**src/coherent_codec_pkg.sv**
```systemverilog
package coherent_codec_pkg;

  // Field widths of the logical packet header.
  localparam int FMT_W = 4;
  localparam int TT_W = 4;
  localparam int ST_W = 4;
  localparam int SZ_W = 4;

  // Format codes.
  localparam logic [3:0] FMT_INTERVENTION = 4'h1;
  localparam logic [3:0] FMT_REQUEST = 4'h2;
  localparam logic [3:0] FMT_WRITE = 4'h5;
  localparam logic [3:0] FMT_RESPONSE = 4'hD;
  localparam logic [3:0] FMT_IMPL_LOW = 4'h0;
  localparam logic [3:0] FMT_IMPL_HIGH = 4'hF;

  // Intervention-request transactions.
  localparam logic [3:0] TT1_READ_SHARED_OWNER = 4'h0;
  localparam logic [3:0] TT1_ITEM_A = 4'h1;
  localparam logic [3:0] TT1_IO_READ_OWNER = 4'h2;
  localparam logic [3:0] TT1_LAST = 4'h2;

  // Plain request transactions.
  localparam logic [3:0] TT2_READ_SHARED_HOME = 4'h0;
  localparam logic [3:0] TT2_ITEM_B = 4'h1;
  localparam logic [3:0] TT2_IO_READ_HOME = 4'h2;
  localparam logic [3:0] TT2_DATA_KILL_HOME = 4'h3;
  localparam logic [3:0] TT2_RESERVED_GAP = 4'h4;
  localparam logic [3:0] TT2_INSTR_KILL_HOME = 4'h5;
  localparam logic [3:0] TT2_TRANSLATION_INVALIDATE = 4'h6;
  localparam logic [3:0] TT2_TRANSLATION_SYNC = 4'h7;
  localparam logic [3:0] TT2_INSTR_READ_HOME = 4'h8;
  localparam logic [3:0] TT2_FLUSH_NO_DATA = 4'h9;
  localparam logic [3:0] TT2_INSTR_KILL_SHARER = 4'hA;
  localparam logic [3:0] TT2_DATA_KILL_SHARER = 4'hB;

  // Write-class transactions.
  localparam logic [3:0] TT5_OWNERSHIP_WRITEBACK = 4'h0;
  localparam logic [3:0] TT5_FLUSH_WITH_DATA = 4'h1;
  localparam logic [3:0] TT5_LAST = 4'h1;

  // Response transactions.
  localparam logic [3:0] TT13_NO_DATA = 4'h0;
  localparam logic [3:0] TT13_WITH_DATA = 4'h8;

  // Response status codes.
  localparam logic [3:0] ST_DONE = 4'h0;
  localparam logic [3:0] ST_DATA_ONLY = 4'h1;
  localparam logic [3:0] ST_NOT_OWNER = 4'h2;
  localparam logic [3:0] ST_RETRY = 4'h3;
  localparam logic [3:0] ST_INTERVENTION = 4'h4;
  localparam logic [3:0] ST_DONE_INTERVENTION = 4'h5;
  localparam logic [3:0] ST_RESERVED_GAP = 4'h6;
  localparam logic [3:0] ST_FAULT = 4'h7;
  localparam logic [3:0] ST_IMPL_FIRST = 4'hC;

  // Role of this processing element.
  typedef enum logic [1:0] {
    ROLE_REQUESTER,
    ROLE_HOME,
    ROLE_SHARER
  } role_e;

  // Kind of packet a user asks the generator to build.
  typedef enum logic [1:0] {
    KIND_INTERVENTION,
    KIND_REQUEST,
    KIND_WRITE,
    KIND_RESPONSE
  } kind_e;

endpackage

```
**src/coherent_rx_checker.sv**
```systemverilog
`timescale 1ns/1ps
`default_nettype none
module coherent_rx_checker
  import coherent_codec_pkg::*;
(
  input wire logic clk, // System clock.
  input wire logic rst_n, // Asynchronous reset, active low.
  input wire logic rx_valid, // Received header is present.
  input wire logic [FMT_W-1:0] rx_format, // Received format code.
  input wire logic [TT_W-1:0] rx_transaction, // Received transaction code.
  input wire logic [ST_W-1:0] rx_status, // Received response status.
  output logic rx_accept, // Pulse: header is a defined transaction.
  output logic rx_impl_defined, // Pulse: implementation-defined format.
  output logic rx_error // Pulse: reserved encoding where one is required.
);

  logic next_accept;
  logic next_impl;
  logic next_error;

  always_comb begin
    next_accept = 1'b0;
    next_impl = 1'b0;
    next_error = 1'b0;
    if (rx_valid) begin
      case (rx_format)
        FMT_INTERVENTION: next_error = rx_transaction > TT1_LAST;
        FMT_REQUEST: next_error = rx_transaction == TT2_RESERVED_GAP ||
                                  rx_transaction > TT2_DATA_KILL_SHARER;
        FMT_WRITE: next_error = rx_transaction > TT5_LAST;
        FMT_RESPONSE: begin
          // Implementation-defined status codes are accepted; only reserved ones fault.
          next_error = (rx_transaction != TT13_NO_DATA && rx_transaction != TT13_WITH_DATA) ||
                       rx_status == ST_RESERVED_GAP ||
                       (rx_status > ST_FAULT && rx_status < ST_IMPL_FIRST);
        end
        FMT_IMPL_LOW, FMT_IMPL_HIGH: next_impl = 1'b1;
        default: next_error = 1'b1;
      endcase
      next_accept = !next_error && !next_impl;
    end
  end

  always_ff @(posedge clk or negedge rst_n) begin
    if (!rst_n) begin
      rx_accept <= 1'b0;
      rx_impl_defined <= 1'b0;
      rx_error <= 1'b0;
    end else begin
      rx_accept <= next_accept;
      rx_impl_defined <= next_impl;
      rx_error <= next_error;
    end
  end

endmodule
`default_nettype wire

```
**src/coherent_memory_packet_codec.sv**
```systemverilog
`timescale 1ns/1ps
`default_nettype none
module coherent_memory_packet_codec
  import coherent_codec_pkg::*;
#(
  parameter int DOMAIN_W = 4, // Secondary domain width.
  parameter int DEVICE_W = 4, // Secondary device width.
  parameter int TAG_W = 8, // Transaction tag width.
  parameter int ADDR_W = 29, // Double-word address width.
  parameter int XMSB_W = 2 // Extended address top bits.
) (
  input wire logic clk, // System clock.
  input wire logic rst_n, // Asynchronous reset, active low.
  input wire role_e role, // Role of this processing element.
  input wire logic gen_valid, // Request to build one header.
  input wire kind_e gen_kind, // Which packet class to build.
  input wire logic [TT_W-1:0] gen_transaction, // Transaction code.
  input wire logic [ST_W-1:0] gen_status, // Response status.
  input wire logic gen_has_payload, // Response carries data if allowed.
  input wire logic [SZ_W-1:0] gen_size, // Read or write size.
  input wire logic gen_word_pointer, // Word pointer.
  input wire logic [ADDR_W-1:0] gen_address, // Double-word address.
  input wire logic [XMSB_W-1:0] gen_address_top, // Extended address top bits.
  input wire logic [TAG_W-1:0] gen_tag, // Own or answered request tag.
  input wire logic [DOMAIN_W-1:0] gen_original_domain, // Original requester domain.
  input wire logic [DEVICE_W-1:0] gen_original_device, // Original requester device.
  input wire logic [TAG_W-1:0] gen_original_tag, // Original requester tag.
  input wire logic tx_ready, // Serializer takes the next bit.
  output logic gen_ready, // Generator idle and able to take a header.
  output logic gen_refused, // Pulse: request illegal for role or code.
  output logic tx_valid, // Serial bit stream is valid.
  output logic tx_bit, // Current serial bit.
  output logic tx_last, // Last bit of the header.
  output logic tx_payload_follows, // Level: a payload follows this header.
  input wire logic rx_valid, // Received header is present.
  input wire logic [FMT_W-1:0] rx_format, // Received format code.
  input wire logic [TT_W-1:0] rx_transaction, // Received transaction code.
  input wire logic [ST_W-1:0] rx_status, // Received response status.
  output logic rx_accept, // Pulse: defined transaction received.
  output logic rx_impl_defined, // Pulse: implementation-defined format.
  output logic rx_error // Pulse: reserved encoding received.
);

  // Header layout, most significant bit sent first: format, transaction, then body.
  localparam int BODY_W = DOMAIN_W + DEVICE_W + TAG_W + TAG_W + SZ_W + 1 + XMSB_W + ADDR_W;
  localparam int HDR_W = FMT_W + TT_W + BODY_W;
  localparam int CNT_W = $clog2(HDR_W + 1);
  localparam logic [CNT_W-1:0] LAST_BIT = CNT_W'(HDR_W - 1);

  typedef enum logic [1:0] {
    S_IDLE,
    S_SHIFT
  } state_e;

  //////////////////////////////////////////////////////////////////////////////

  // Address-only request kinds carry no size or pointer.
  function automatic logic address_only(input logic [TT_W-1:0] tt);
    address_only = tt == TT2_DATA_KILL_HOME || tt == TT2_INSTR_KILL_HOME ||
                   tt == TT2_DATA_KILL_SHARER || tt == TT2_INSTR_KILL_SHARER ||
                   tt == TT2_FLUSH_NO_DATA || tt == TT2_TRANSLATION_INVALIDATE;
  endfunction

  // Decides whether this role may originate the requested packet.
  function automatic logic legal_request(input kind_e kind, input logic [TT_W-1:0] tt,
                                         input logic [ST_W-1:0] st, input role_e r);
    legal_request = 1'b0;
    case (kind)
      KIND_INTERVENTION: legal_request = r == ROLE_HOME && tt <= TT1_LAST;
      KIND_REQUEST: begin
        if (tt == TT2_DATA_KILL_SHARER || tt == TT2_INSTR_KILL_SHARER) begin
          legal_request = r == ROLE_HOME;
        end else begin
          legal_request = tt != TT2_RESERVED_GAP && tt <= TT2_DATA_KILL_SHARER;
        end
      end
      KIND_WRITE: legal_request = tt <= TT5_LAST;
      KIND_RESPONSE: legal_request = st != ST_RESERVED_GAP && !(st > ST_FAULT && st < ST_IMPL_FIRST);
      default: legal_request = 1'b0;
    endcase
  endfunction

  //////////////////////////////////////////////////////////////////////////////

  state_e state;
  state_e next_state;
  logic [HDR_W-1:0] shift;
  logic [HDR_W-1:0] next_shift;
  logic [CNT_W-1:0] count;
  logic [CNT_W-1:0] next_count;
  logic next_gen_ready;
  logic next_refused;
  logic next_tx_valid;
  logic next_tx_bit;
  logic next_tx_last;
  logic next_payload;
  logic payload;
  logic [FMT_W-1:0] fmt;
  logic [TT_W-1:0] tt;
  logic [DOMAIN_W-1:0] dom;
  logic [DEVICE_W-1:0] dev;
  logic [TAG_W-1:0] orig_tag;
  logic [SZ_W-1:0] size;
  logic wptr;
  logic [XMSB_W-1:0] top;
  logic [ADDR_W-1:0] addr;
  logic [HDR_W-1:0] header;

  // Field assembly; unused fields stay zero as reserved bits.
  always_comb begin
    fmt = FMT_REQUEST;
    tt = gen_transaction;
    dom = '0;
    dev = '0;
    orig_tag = '0;
    size = gen_size;
    wptr = gen_word_pointer;
    top = gen_address_top;
    addr = gen_address;
    payload = 1'b0;
    case (gen_kind)
      KIND_INTERVENTION: begin
        fmt = FMT_INTERVENTION;
        dom = gen_original_domain;
        dev = gen_original_device;
        orig_tag = gen_original_tag;
      end
      KIND_REQUEST: begin
        fmt = FMT_REQUEST;
        if (address_only(gen_transaction)) begin
          size = '0;
          wptr = 1'b0;
        end
        if (gen_transaction == TT2_TRANSLATION_SYNC) begin
          size = '0;
          wptr = 1'b0;
          top = '0;
          addr = '0;
        end
      end
      KIND_WRITE: begin
        fmt = FMT_WRITE;
        payload = 1'b1;
      end
      KIND_RESPONSE: begin
        // Answers carry the requester's tag, the status in the size slot and no address.
        fmt = FMT_RESPONSE;
        payload = gen_has_payload && gen_status != ST_FAULT;
        tt = payload ? TT13_WITH_DATA : TT13_NO_DATA;
        size = gen_status;
        wptr = 1'b0;
        top = '0;
        addr = '0;
      end
      default: fmt = FMT_REQUEST;
    endcase
    header = {fmt, tt, dom, dev, orig_tag, gen_tag, size, wptr, top, addr};
  end

  //////////////////////////////////////////////////////////////////////////////

  always_comb begin
    next_state = state;
    next_shift = shift;
    next_count = count;
    next_refused = 1'b0;
    next_payload = tx_payload_follows;
    next_tx_valid = tx_valid;
    next_tx_bit = tx_bit;
    next_tx_last = tx_last;
    case (state)
      S_IDLE: begin
        if (gen_valid) begin
          if (legal_request(gen_kind, gen_transaction, gen_status, role)) begin
            next_state = S_SHIFT;
            next_shift = header << 1;
            next_count = '0;
            next_tx_valid = 1'b1;
            next_tx_bit = header[HDR_W-1];
            next_tx_last = 1'b0;
            next_payload = payload;
          end else begin
            next_refused = 1'b1;
          end
        end
      end
      S_SHIFT: begin
        if (tx_ready) begin
          if (count == LAST_BIT) begin
            next_state = S_IDLE;
            next_tx_valid = 1'b0;
            next_tx_last = 1'b0;
            next_tx_bit = 1'b0;
            next_payload = 1'b0;
          end else begin
            next_count = count + 1'b1;
            next_tx_bit = shift[HDR_W-1];
            next_shift = shift << 1;
            next_tx_last = (count + 1'b1) == LAST_BIT;
          end
        end
      end
      default: next_state = S_IDLE;
    endcase
    next_gen_ready = next_state == S_IDLE;
  end

  always_ff @(posedge clk or negedge rst_n) begin
    if (!rst_n) begin
      state <= S_IDLE;
      shift <= '0;
      count <= '0;
      gen_ready <= 1'b1;
      gen_refused <= 1'b0;
      tx_valid <= 1'b0;
      tx_bit <= 1'b0;
      tx_last <= 1'b0;
      tx_payload_follows <= 1'b0;
    end else begin
      state <= next_state;
      shift <= next_shift;
      count <= next_count;
      gen_ready <= next_gen_ready;
      gen_refused <= next_refused;
      tx_valid <= next_tx_valid;
      tx_bit <= next_tx_bit;
      tx_last <= next_tx_last;
      tx_payload_follows <= next_payload;
    end
  end

  //////////////////////////////////////////////////////////////////////////////

  coherent_rx_checker u_rx_checker (
    .clk(clk),
    .rst_n(rst_n),
    .rx_valid(rx_valid),
    .rx_format(rx_format),
    .rx_transaction(rx_transaction),
    .rx_status(rx_status),
    .rx_accept(rx_accept),
    .rx_impl_defined(rx_impl_defined),
    .rx_error(rx_error)
  );

endmodule
`default_nettype wire

```
**config.mk**
```make
export PLATFORM = sky130hd
export DESIGN_NAME = coherent_memory_packet_codec
export DESIGN_NICKNAME = d
export VERILOG_FILES = /design/src/coherent_codec_pkg.sv /design/src/coherent_rx_checker.sv /design/src/coherent_memory_packet_codec.sv
export SDC_FILE = /design/constraint.sdc
export NUM_CORES = 1
export LEC_CHECK = 0
export ABC_CLOCK_PERIOD_IN_PS = 2400
export BUFFER_PORTS_ARGS = -buffer_cell sky130_fd_sc_hd__buf_2
export CAP_MARGIN = 10
export CORE_MARGIN = 5
export CORE_UTILIZATION = 40
export CTS_CLUSTER_SIZE = 28
export DETAILED_ROUTE_END_ITERATION = 8
export PLACE_DENSITY = 0.59
export REMOVE_ABC_BUFFERS = 1
export SLEW_MARGIN = 40
export SYNTH_ARGS = -nofsm -noshare
export SYNTH_HDL_FRONTEND = slang
export SYNTH_HIERARCHICAL = 1
export SYNTH_SLANG_ARGS = --single-unit
export TNS_END_PERCENT = 10
```
**constraint.sdc**
```tcl
create_clock -name clk -period 2.4 [get_ports clk]
set_input_delay 0.36 -clock clk [delete_from_list [all_inputs] [get_ports clk]]
set_output_delay 0.36 -clock clk [all_outputs]
set_load 0.05 [all_outputs]
```
==> summary.txt, run 1 <==
Status
  – Status: finished clean

Setup path
  – FF-to-FF path depth: 7
  – Startpoint Class: register
  – CP max-delay cell: dfrtp_1
  – CP Buf/Inv Count: 1
  – Kind of critical path: reg -> reg
  – Slowest Stage Delay on Critical Path: 420 ps
  – CP top delay family: simple AND/OR/NAND/NOR gates
  – FF-to-FF End: count[4]$_DFFE_PN0P_
  – Crit path cell chain: ha_1 > nor3b_1 > a21oi_2 > buf_4 > nand2_1 > nor3_1 > a211o_1
  – Crit-path max FO: 30
  – CP Data Required Time: 2650 ps
  – Setup crit end kind: register
  – CP arrival: 2440 ps
  – RR Startpoint: count[1]$_DFFE_PN0P_
  – R2r setup slk: 210 ps

Synth
  – Netlist cell types: 61
  – Sequential element share of the synthesized area: 48.26%
  – Post-synthesis cell count: 412
  – Post-synth top area share: 47.66%
  – Number of flops mapped to enable cells by yosys: 0
  – Synth warn: 6
  – Post-synth top cells: 84 x dfrtp_1, 45 x nand2_1, 35 x mux2_2
  – Seq cells post-synth: 85
  – Mapped Area: 4410 µm²
  – Ys flop type: dfrtp_1
  – Async S/R FF share, synth: 100.0%
  – Most frequent cell after synthesis: dfrtp_1
  – Yosys top cell by area: dfrtp_1
  – Area contributors post-synth: dfrtp_1 48%, mux2_2 8.9%, a221o_1 6.8%, and3_1 4.4%, a22o_1 4.0%
  – Syn Area/Cell: 10.71 µm²

Cells and area
  – Antenna cells: 0
  – Finished Core Util: 48.38%
  – Share of cells above drive strength 1: 34.06%
  – Most flop-heavy register: shift
  – Largest regs: shift (67), count (7), state (2)
  – Largest register FFs: 67
  – Syn-to-layout area delta: 18.92%
  – Final Net Count: 592

Route
  – Final wirelength: 10640 µm
  – Antenna viol nets, final: 0
  – Metal3 WL: 824 µm
  – WL met1: 4893 µm
  – 1st-iter DRT viols: 199
  – Vias per inst: 5.532
  – DR WL met2: 4764 µm
  – Drt wl/cell: 16.50 µm
  – Via count: 3568
  – Drt pass-1 iters: 4
  – # DRC: 0
  – Top layer in use: met5

Global routing
  – GRT overflow: 0
  – Vias in the first global route: 3591
  – Total GRT Usage: 16.70%
  – First-pass GRT wire length: 17740 µm
  – Largest net degree at the start of global routing: 46
  – Initial antenna violation count: 2

Floorplanning
  – Number of cell rows: 38
  – Core ar.: 10840 µm²
  – Top-Level Pins: 99
  – Die Ht: 115.0 µm
  – Initial Utilization: 40.69%
  – Die width: 115.0 µm
  – Die footprint: 13230 µm²

Clock tree
  – Num CTS Buffers: 9
  – Worst-path clk slew: 90 ps
  – Clk sinks: 85
  – Resize count post-CTS: 0
  – Htree depth: 3
  – Clock buffer depth: 2
  – # hold bufs at CTS: 0
  – Post-CTS Setup Bufs: 0
  – Worst-Skew Late Latency: 360 ps
  – Root Buffer: clkbuf_8
  – CTS tree: yes

Timing
  – Setup-failing EPs final: 0
  – RSZ-0062 raised after global routing: false
  – Period utilisation layout: 91.31%
  – Worst-Margin Slew: 648.5 ps
  – Final hold viol count: 0
  – Final min period: 2191 ps
  – Setup Skew: 18.77 ps
  – Slew Viols, Final: 0
  – Relative slew slack: 56.62%
  – Peak Freq: 456.3 MHz

Place
  – Final GP Congestion: 0.8286
  – DP HPWL: 7395 µm
  – Input/output buffers: 98

Min path
  – Worst hold path type: in -> async

Power and ir drop
  – Leakage: 2.584 nW
  – Power per cell area: 726.2 nW/µm²
  – Peak VDD IR: 0.3272 mV
  – Final Power: 3.809 mW

Job
  – Max capacitance violation total: 0
-- cell type report --
| type | instances | area, µm² |
|---|---|---|
| fill | 1046 | 5595 |
| sequential | 85 | 2128 |
| multi-input combinational | 285 | 2118 |
| timing repair buffer | 108 | 605.6 |
| tap | 140 | 175.2 |
| clock buffer | 11 | 141.4 |
| inverter | 11 | 41.29 |
| clock inverter | 5 | 35.03 |
-- logic make-up (layout without fill, tap and decap cells) --
logic type                 Yosys count  in the layout  share of synthesized area (%)
other                                1              1                        0.08502
DFF                                 85             85                          48.26
adders and majority gates            2              2                         0.5673
AOI/OAI and AO/OA                  114            114                          21.48
xor gates and xnor gates             3              3                         0.5959
and+or+nand+nor                    123            123                          14.24
muxes                               42             42                          10.58
buffers and inverters               42            135                          4.199
-- per-layer routing --
metal / GRT usage [%] / vias up
li1: - / 1719
met1: 22.73 / 1734
met2: 25.39 / 98
met3: 5.474 / 13
met4: 5.164 / 4
met5: 0 / -
-- power breakdown --
part           leakage [nW]  switching [mW]  internal (mW)
clock                0.0897           0.530          0.407
sequential             1.08           0.215           1.81
combinational          1.41           0.385          0.458
total                  2.58            1.13           2.68
-- stage by stage --
step / area, µm² / std cells / TNS (ps) / hold WS [ps] / setup slack (ps)
after floorplan: 4267 / 381 / -35710 / 64.41 / -730.2
after global placement: 5062 / 629 / 0 / 411.5 / 284.5
after detailed placement: 5069 / 629 / 0 / 417.5 / 218.2
after CTS: 5245 / 645 / 0 / 18.78 / 228.6
after global routing: 5245 / 645 / 0 / 38.68 / 34.24
final: 5245 / 645 / 0 / 11.08 / 208.5
-- how the worst max path moves through the flow --
| stage | slack [ps] | depth (start not counted) | end | start |
|---|---|---|---|---|
| 2_1_floorplan | -730 | 5 | shift[10]$_DFFE_PN0P_ | state[1]$_DFF_PN0_ |
| 3_3_place_gp | 280 | 7 | shift[52]$_DFFE_PN0P_ | gen_kind[0] |
| 3_5_place_dp | 220 | 8 | shift[21]$_DFFE_PN0P_ | gen_kind[0] |
| 4_1_cts | 230 | 7 | count[4]$_DFFE_PN0P_ | count[1]$_DFFE_PN0P_ |
| 5_1_grt | 30 | 7 | shift[2]$_DFFE_PN0P_ | count[1]$_DFFE_PN0P_ |
| 6_report | 210 | 7 | count[4]$_DFFE_PN0P_ | count[1]$_DFFE_PN0P_ |
-- cells in the final DEF, fill, tap and decap left out, types with 2 or more instances in the layout --
| cell type | count |
|---|---|
| nor2_1 | 14 |
| clkinv_2 | 2 |
| nor2b_1 | 3 |
| o221ai_2 | 2 |
| o21ai_2 | 2 |
| a21oi_1 | 18 |
| a221o_1 | 30 |
| mux2_1 | 2 |
| dfrtp_1 | 84 |
| inv_1 | 11 |
| mux2_2 | 35 |
| buf_4 | 8 |
| mux2i_1 | 5 |
| buf_12 | 3 |
| xnor2_1 | 2 |
| a22o_1 | 20 |
| nand3_1 | 8 |
| clkbuf_8 | 10 |
| o21ai_0 | 7 |
| nand2b_1 | 2 |
| or3_1 | 3 |
| a31oi_1 | 5 |
| a21boi_1 | 2 |
| nand2_1 | 45 |
| o22ai_1 | 3 |
| o21a_1 | 2 |
| ha_1 | 2 |
| and4b_1 | 2 |
| a2bb2oi_1 | 2 |
| nor3_1 | 5 |
| o31a_1 | 2 |
| a21o_1 | 2 |
| and3_1 | 31 |
| buf_2 | 97 |
Power figures use the tool's default switching activity.
==> run 2: changes to the inputs <==
--- a/config.mk
+++ b/config.mk
@@ -8,10 +8,12 @@
 export ABC_CLOCK_PERIOD_IN_PS = 2400
 export BUFFER_PORTS_ARGS = -buffer_cell sky130_fd_sc_hd__buf_2
 export CAP_MARGIN = 10
+export CORE_ASPECT_RATIO = 1.4
 export CORE_MARGIN = 5
 export CORE_UTILIZATION = 40
 export CTS_CLUSTER_SIZE = 28
 export DETAILED_ROUTE_END_ITERATION = 8
+export HOLD_SLACK_MARGIN = 0.1
 export PLACE_DENSITY = 0.59
 export REMOVE_ABC_BUFFERS = 1
 export SLEW_MARGIN = 40
==> run 2 against run 1 <==
Net effect:
- first-iteration DRC count fell by 42%
- sequential cell count is the same
- via count grew 1.2%
- non-clock buffer count increased by 6
- routed wire length up 0.13%
- clock-buffer cell count rose by 2
- die area is 0.23% higher
- setup slack better by 77 ps
- global-route usage decreased by 0.16 points
==> summary.txt, run 2 (synthesized netlist as in run 1, its figures left out) <==
Cells and area
  – Most flop-heavy register: shift
  – Commonest non-fill, non-tap cell in the layout: buf_2
  – Largest register FFs: 67 (unchanged)
  – Share of cells above drive strength 1: 34.44% (+0.38 points)
  – Antenna cells: 0 (unchanged)
  – Finished Core Util: 50.57% (+2.2 points)
  – Syn-to-layout area delta: 23.94%
  – Final Net Count: 598 (+1.0%)
  – Commonest cells after routing, fill and taps aside: 97 x buf_2, 84 x dfrtp_1, 45 x nand2_1, 35 x mux2_2, 31 x and3_1
  – Largest regs: shift (67), count (7), state (2)

Route
  – Drt wl/cell: 16.35 µm (-0.94%)
  – # DRC: 0 (unchanged)
  – 1st-iter DRT viols: 116 (-42%)
  – Drt pass-1 iters: 4 (unchanged)
  – Final wirelength: 10660 µm (+0.13%)
  – Vias per inst: 5.537 (about the same)
  – Antenna viol nets, final: 0 (unchanged)
  – Via count: 3610 (+1.2%)

Clock tree
  – Clk sinks: 85 (unchanged)
  – Htree depth: 3 (unchanged)
  – Worst-path clk slew: 60 ps (-30 ps)
  – CTS tree: yes
  – Worst-Skew Late Latency: 330 ps (-30 ps)
  – Clock buffer depth: 2 (unchanged)
  – Root Buffer: clkbuf_16
  – Num CTS Buffers: 9 (unchanged)

Timing
  – Slew Viols, Final: 0 (unchanged)
  – Final min period: 2114 ps (-77.00 ps)
  – Period utilisation layout: 88.10% (-3.2 points)
  – Worst-Margin Slew: 660.9 ps (+12.40 ps)
  – Peak Freq: 472.9 MHz (+3.6%)
  – Setup TNS: 0 ps (unchanged)
  – Relative slew slack: 55.94% (-0.69 points)
  – Slack of the critical path: 285.5 ps (+77.00 ps)
  – Setup Skew: 9.943 ps (-8.828 ps)
  – RSZ-0062 raised after global routing: false
  – Setup-failing EPs final: 0 (unchanged)
  – Final hold viol count: 0 (unchanged)

Place
  – Final GP Congestion: 0.7823 (-5.6%)
  – Input/output buffers: 98 (unchanged)
  – DP HPWL: 7541 µm (+2.0%)
  – Dpl ws: 235.9 ps (+17.70 ps)

Global routing
  – Vias in the first global route: 3690 (+2.8%)
  – Met2 global-route usage: 27.47% (+2.1 points)
  – Initial antenna violation count: 1 (-1)
  – Total GRT Usage: 16.54% (-0.16 points)
  – Met3 usage in global routing: 4.787% (-0.69 points)
  – Gr busiest metal: met2
  – Met1 usage: 20.76% (-2.0 points)
  – GRT overflow: 0 (unchanged)
  – Largest net degree at the start of global routing: 50 (+8.7%)
  – First-pass GRT wire length: 17820 µm (+0.43%)

Setup path
  – Crit-path max FO: 30 (unchanged)
  – R2r setup slk: 290 ps (+80 ps)
  – CP max-delay cell: dfrtp_1
  – Startpoint Class: register
  – RR Startpoint: count[1]$_DFFE_PN0P_
  – FF-to-FF End: shift[25]$_DFFE_PN0P_
  – Crit path cell chain: ha_1 > nor3b_1 > a21oi_2 > o211a_1 > buf_4 > a221o_1
  – Slowest Stage Delay on Critical Path: 410 ps (about the same)
  – CP Data Required Time: 2610 ps (-40 ps)
  – CP arrival: 2320 ps (-120 ps)
  – FF-to-FF path depth: 6 (-1)
  – Kind of critical path: reg -> reg
  – Setup crit end kind: register

Power and ir drop
  – Leakage: 2.696 nW (+4.4%)
  – Peak VDD IR: 0.4110 mV (+26%)
  – Final Power: 4.525 mW (+19%)
  – Power per cell area: 827.7 nW/µm² (+14%)

Job
  – Max capacitance violation total: 0 (unchanged)

Floorplanning
  – Die width: 98.75 µm (-14%)
  – Die footprint: 13260 µm² (+0.23%)
  – Number of cell rows: 45 (+18%)
  – Die Ht: 134.2 µm (+17%)
  – Initial Utilization: 40.80% (+0.11 points)
  – Core ar.: 10810 µm² (-0.28%)
  – Top-Level Pins: 99 (unchanged)

Min path
  – Hold path cells: 2
  – Worst hold path type: in -> reg
  – Hold path startpoint: gen_address[15]
  – Hold-critical path endpoint: shift[16]$_DFFE_PN0P_

Status
  – Status: finished clean
## run 2: cell count changes in the layout (fill, tap and decap cells not counted), sizes merged
cell and delta:
buf +5, bufinv +3, clkbuf +2, clkinv -3
clkinvlp -1, dlygate4sd3 +1, inv -1
## run 2: cell type report
class	instances	area (µm²)
fill	1022	5344
sequential	85	2128
multi-input combinational	285	2107
timing repair buffer	114	653.1
clock buffer	13	270.3
tap	141	176.4
clock inverter	3	90.09
inverter	11	41.29
## run 2: worst max-delay path by stage
stage                               from               endpoint  slack [ps]  depth (start not counted)
finish              count[1]$_DFFE_PN0P_  shift[25]$_DFFE_PN0P_         290                          6
global route        count[1]$_DFFE_PN0P_  shift[15]$_DFFE_PN0P_         120                          6
CTS                 count[1]$_DFFE_PN0P_  shift[25]$_DFFE_PN0P_         280                          6
detailed placement           gen_kind[0]  shift[63]$_DFFE_PN0P_         240                          7
global placement      gen_transaction[3]  shift[40]$_DFFE_PN0P_         280                          7
floorplan             state[1]$_DFF_PN0_  shift[10]$_DFFE_PN0P_        -730                          5
## run 2: repair_timing
action,CTS,global route
endpoints found under the hold margin,47,0
hold buffers,1,0
resized for setup,0,0
setup endpoints to repair,0,0
buffers inserted,0,0
## run 2: stage by stage
stage	cell area [µm²]	std cells	hold WS, ps
after floorplan	4267	381	64.41
after global placement	5096	635	431.5
after detailed placement	5096	635	439.2
after CTS	5466	652	239.6
after global routing	5466	652	241.8
final	5466	652	254.2
## run 2: power breakdown
part / internal, mW / total, mW / switching [mW]
sequential: 1.82 / 2.03 / 0.216
combinational: 0.464 / 0.851 / 0.387
clock: 1.10 / 1.64 / 0.538
## run 2: routing by layer
metal | wire [µm] | share of wire, % | vias to the layer above
li1 | - | - | 1725
met1 | 4619 | 43 | 1790
met2 | 5283 | 50 | 81
met3 | 599 | 5.6 | 12
met4 | 143 | 1.3 | 2
met5 | 11 | 0.10 | -
## run 2: critical path: cells and delay by family (launching register included)
family | cells | cell delay, ps
AOI/OAI and AO/OA | 3 | 680
adders and majority gates | 1 | 270
buffers and inverters | 1 | 230
DFF | 1 | 410
and+or+nand+nor | 1 | 390
==> run 3: changes to the inputs <==
--- a/config.mk
+++ b/config.mk
@@ -5,7 +5,7 @@
 export SDC_FILE = /design/constraint.sdc
 export NUM_CORES = 1
 export LEC_CHECK = 0
-export ABC_CLOCK_PERIOD_IN_PS = 2400
+export ABC_CLOCK_PERIOD_IN_PS = 2000
 export BUFFER_PORTS_ARGS = -buffer_cell sky130_fd_sc_hd__buf_2
 export CAP_MARGIN = 10
 export CORE_ASPECT_RATIO = 1.4
==> constraint.sdc (replaced) <==
create_clock -name clk -period 2 [get_ports clk]
set_input_delay 0.3 -clock clk [delete_from_list [all_inputs] [get_ports clk]]
set_output_delay 0.3 -clock clk [all_outputs]
set_load 0.05 [all_outputs]
==> run 3 against run 2 <==
Net effect:
- sequential share of layout area shrank 1.0 points
- non-clock buffer count grew 16
- first-iteration DRC count shrank 21%
- die area is the same
- clock power grew 25%
- core utilization grew 1.4 points
- global-route usage shrank 0.093 points
- final cell count grew 2.5%
- critical endpoint is now shift[40]$_DFFE_PN0P_
- highest routed layer is now met4
==> summary.txt, run 3 (synthesized netlist as in run 1, its figures left out) <==
Status
  – Status: finished clean

Route
  – Final wirelength: 10790 µm (+1.2%)
  – # DRC: 0 (unchanged)
  – 1st-iter DRT viols: 92 (-21%)
  – Antenna viol nets, final: 0 (unchanged)
  – Drt wl/cell: 16.15 µm (-1.2%)
  – Vias per inst: 5.534 (about the same)
  – Via count: 3697 (+2.4%)
  – Drt pass-1 iters: 4 (unchanged)

Global routing
  – First-pass GRT wire length: 17820 µm (unchanged)
  – Total GRT Usage: 16.45% (-0.093 points)
  – Initial antenna violation count: 0 (-1)
  – GRT overflow: 0 (unchanged)
  – Largest net degree at the start of global routing: 40 (-20%)
  – Vias in the first global route: 3905 (+5.8%)

Place
  – Post-place instance area: 5229 µm² (+2.6%)
  – Dpl ws: -27.49 ps (-263.4 ps)
  – Input/output buffers: 98 (unchanged)
  – Final GP Congestion: 0.8423 (+7.7%)
  – DP HPWL: 7649 µm (+1.4%)

Setup path
  – Startpoint Class: register
  – Kind of critical path: reg -> reg
  – CP arrival: 2150 ps (-170 ps)
  – Crit-path max FO: 8 (-73%)
  – CP Data Required Time: 2220 ps (-390 ps)
  – Setup crit end kind: register

Floorplanning
  – Core ar.: 10810 µm² (unchanged)
  – Number of cell rows: 45 (unchanged)
  – Die Ht: 134.2 µm (unchanged)
  – Initial Utilization: 40.80% (unchanged)
  – Top-Level Pins: 99 (unchanged)
  – Die width: 98.75 µm (unchanged)
  – Die footprint: 13260 µm² (unchanged)

Clock tree
  – Clock buffer depth: 2 (unchanged)
  – Worst-Skew Late Latency: 340 ps (about the same)
  – Num CTS Buffers: 9 (unchanged)
  – Htree depth: 3 (unchanged)
  – Worst-path clk slew: 60 ps (about the same)
  – CTS tree: yes
  – Clk sinks: 85 (unchanged)
  – Post-CTS Setup Bufs: 0 (unchanged)
  – Root Buffer: clkbuf_16

Cells and area
  – Commonest non-fill, non-tap cell in the layout: buf_2
  – Filler Cell Count: 987 (-3.4%)
  – FF+latch area: 2128 µm² (unchanged)
  – Most flop-heavy register: shift
  – Largest regs: shift (67), count (7), state (2)
  – Share of cells above drive strength 1: 36.81% (+2.4 points)
  – Final Net Count: 614 (+2.7%)
  – Multi-input logic area: 2112 µm² (+0.24%)
  – Commonest cells after routing, fill and taps aside: 97 x buf_2, 84 x dfrtp_1, 45 x nand2_1, 35 x mux2_2, 31 x and3_1
  – Finished Core Util: 51.96% (+1.4 points)
  – Design area: 5617 µm² (+2.7%)
  – Largest register FFs: 67 (unchanged)
  – Antenna cells: 0 (unchanged)
  – Syn-to-layout area delta: 27.35%

Timing
  – Final min period: 1923 ps (-191.5 ps)
  – Slew Viols, Final: 0 (unchanged)
  – Relative slew slack: 63.49% (+7.6 points)
  – Setup-failing EPs final: 0 (unchanged)
  – Period utilisation layout: 96.15% (+8.0 points)
  – Peak Freq: 520.0 MHz (+10%)
  – Worst-Margin Slew: 546.4 ps (-114.6 ps)
  – RSZ-0062 raised after global routing: false
  – Slack of the critical path: 77.06 ps (-208.5 ps)
  – Setup Skew: 6.313 ps (-3.630 ps)
  – Final hold viol count: 0 (unchanged)

Power and ir drop
  – Peak VDD IR: 0.4770 mV (+16%)
  – Leakage: 2.792 nW (+3.5%)
  – Power per cell area: 990.1 nW/µm² (+20%)

Min path
  – Worst hold path type: in -> reg

Job
  – Max capacitance violation total: 0 (unchanged)
## run 3: cell types whose count changed in the layout (fill, tap and decap cells not counted), sizes merged
cell / before / now
clkbuf: 13 / 10
clkinv: 0 / 2
bufinv: 3 / 4
buf: 113 / 129
## run 3: final timing paths
kind / from / end / slack, ps / cells past startpoint
setup / recovery: count[0]$_DFFE_PN0P_ / shift[40]$_DFFE_PN0P_ / 80 / 6
setup reg to reg: count[0]$_DFFE_PN0P_ / shift[40]$_DFFE_PN0P_ / 80 / 6
hold / removal: gen_address[21] / shift[22]$_DFFE_PN0P_ / 190 / 2
hold reg to reg: shift[59]$_DFFE_PN0P_ / shift[59]$_DFFE_PN0P_ / 500 / 1
max in group asynchronous: rst_n / shift[44]$_DFFE_PN0P_ / 960 / 3
min in group asynchronous: rst_n / shift[48]$_DFFE_PN0P_ / 450 / 2
## run 3: where the power goes
group          internal [mW]  switching (mW)
Combinational          0.594           0.493
Sequential              2.18           0.245
Clock                   1.38           0.669
Total                   4.15            1.41
## run 3: layout make-up
| class | count | share of cell area [%] |
|---|---|---|
| sequential | 85 | 37.89 |
| tap | 141 | 3.141 |
| clock buffer | 10 | 4.255 |
| clock inverter | 6 | 2.384 |
| timing repair buffer | 130 | 13.99 |
| multi-input combinational | 285 | 37.60 |
| inverter | 11 | 0.7351 |
## run 3: repair_timing
item,CTS,global route
resized for setup,1,0
endpoints found under the hold margin,29,0
hold buffers,1,0
setup endpoints to repair,31,0
## run 3: critical path: stages, from the launching register on
cell and delay [ps]:
dfrtp_1 380, ha_1 210, nor3b_2 190, a21o_1 230, a21oi_4 230, buf_4 210, mux2_2 350
## run 3: through the flow
stage	hold slack [ps]	cells	TNS (ps)	total power, mW
after floorplan	4.409	381	-63430	3.092
after global placement	282.8	651	0	3.493
after detailed placement	284.9	651	-464.7	3.535
after CTS	173.0	668	0	5.622
after global routing	183.2	668	0	5.829
final	185.7	668	0	5.561
## run 3: routing by layer
layer	wire length [µm]	vias up	part of all wire, %	track usage [%]
met1	4678	1811	43	20.72
met4	243	0	2.3	7.669
li1	-	1763	-	-
met5	0	-	0	0
met3	616	20	5.7	4.058
met2	5248	103	49	26.46
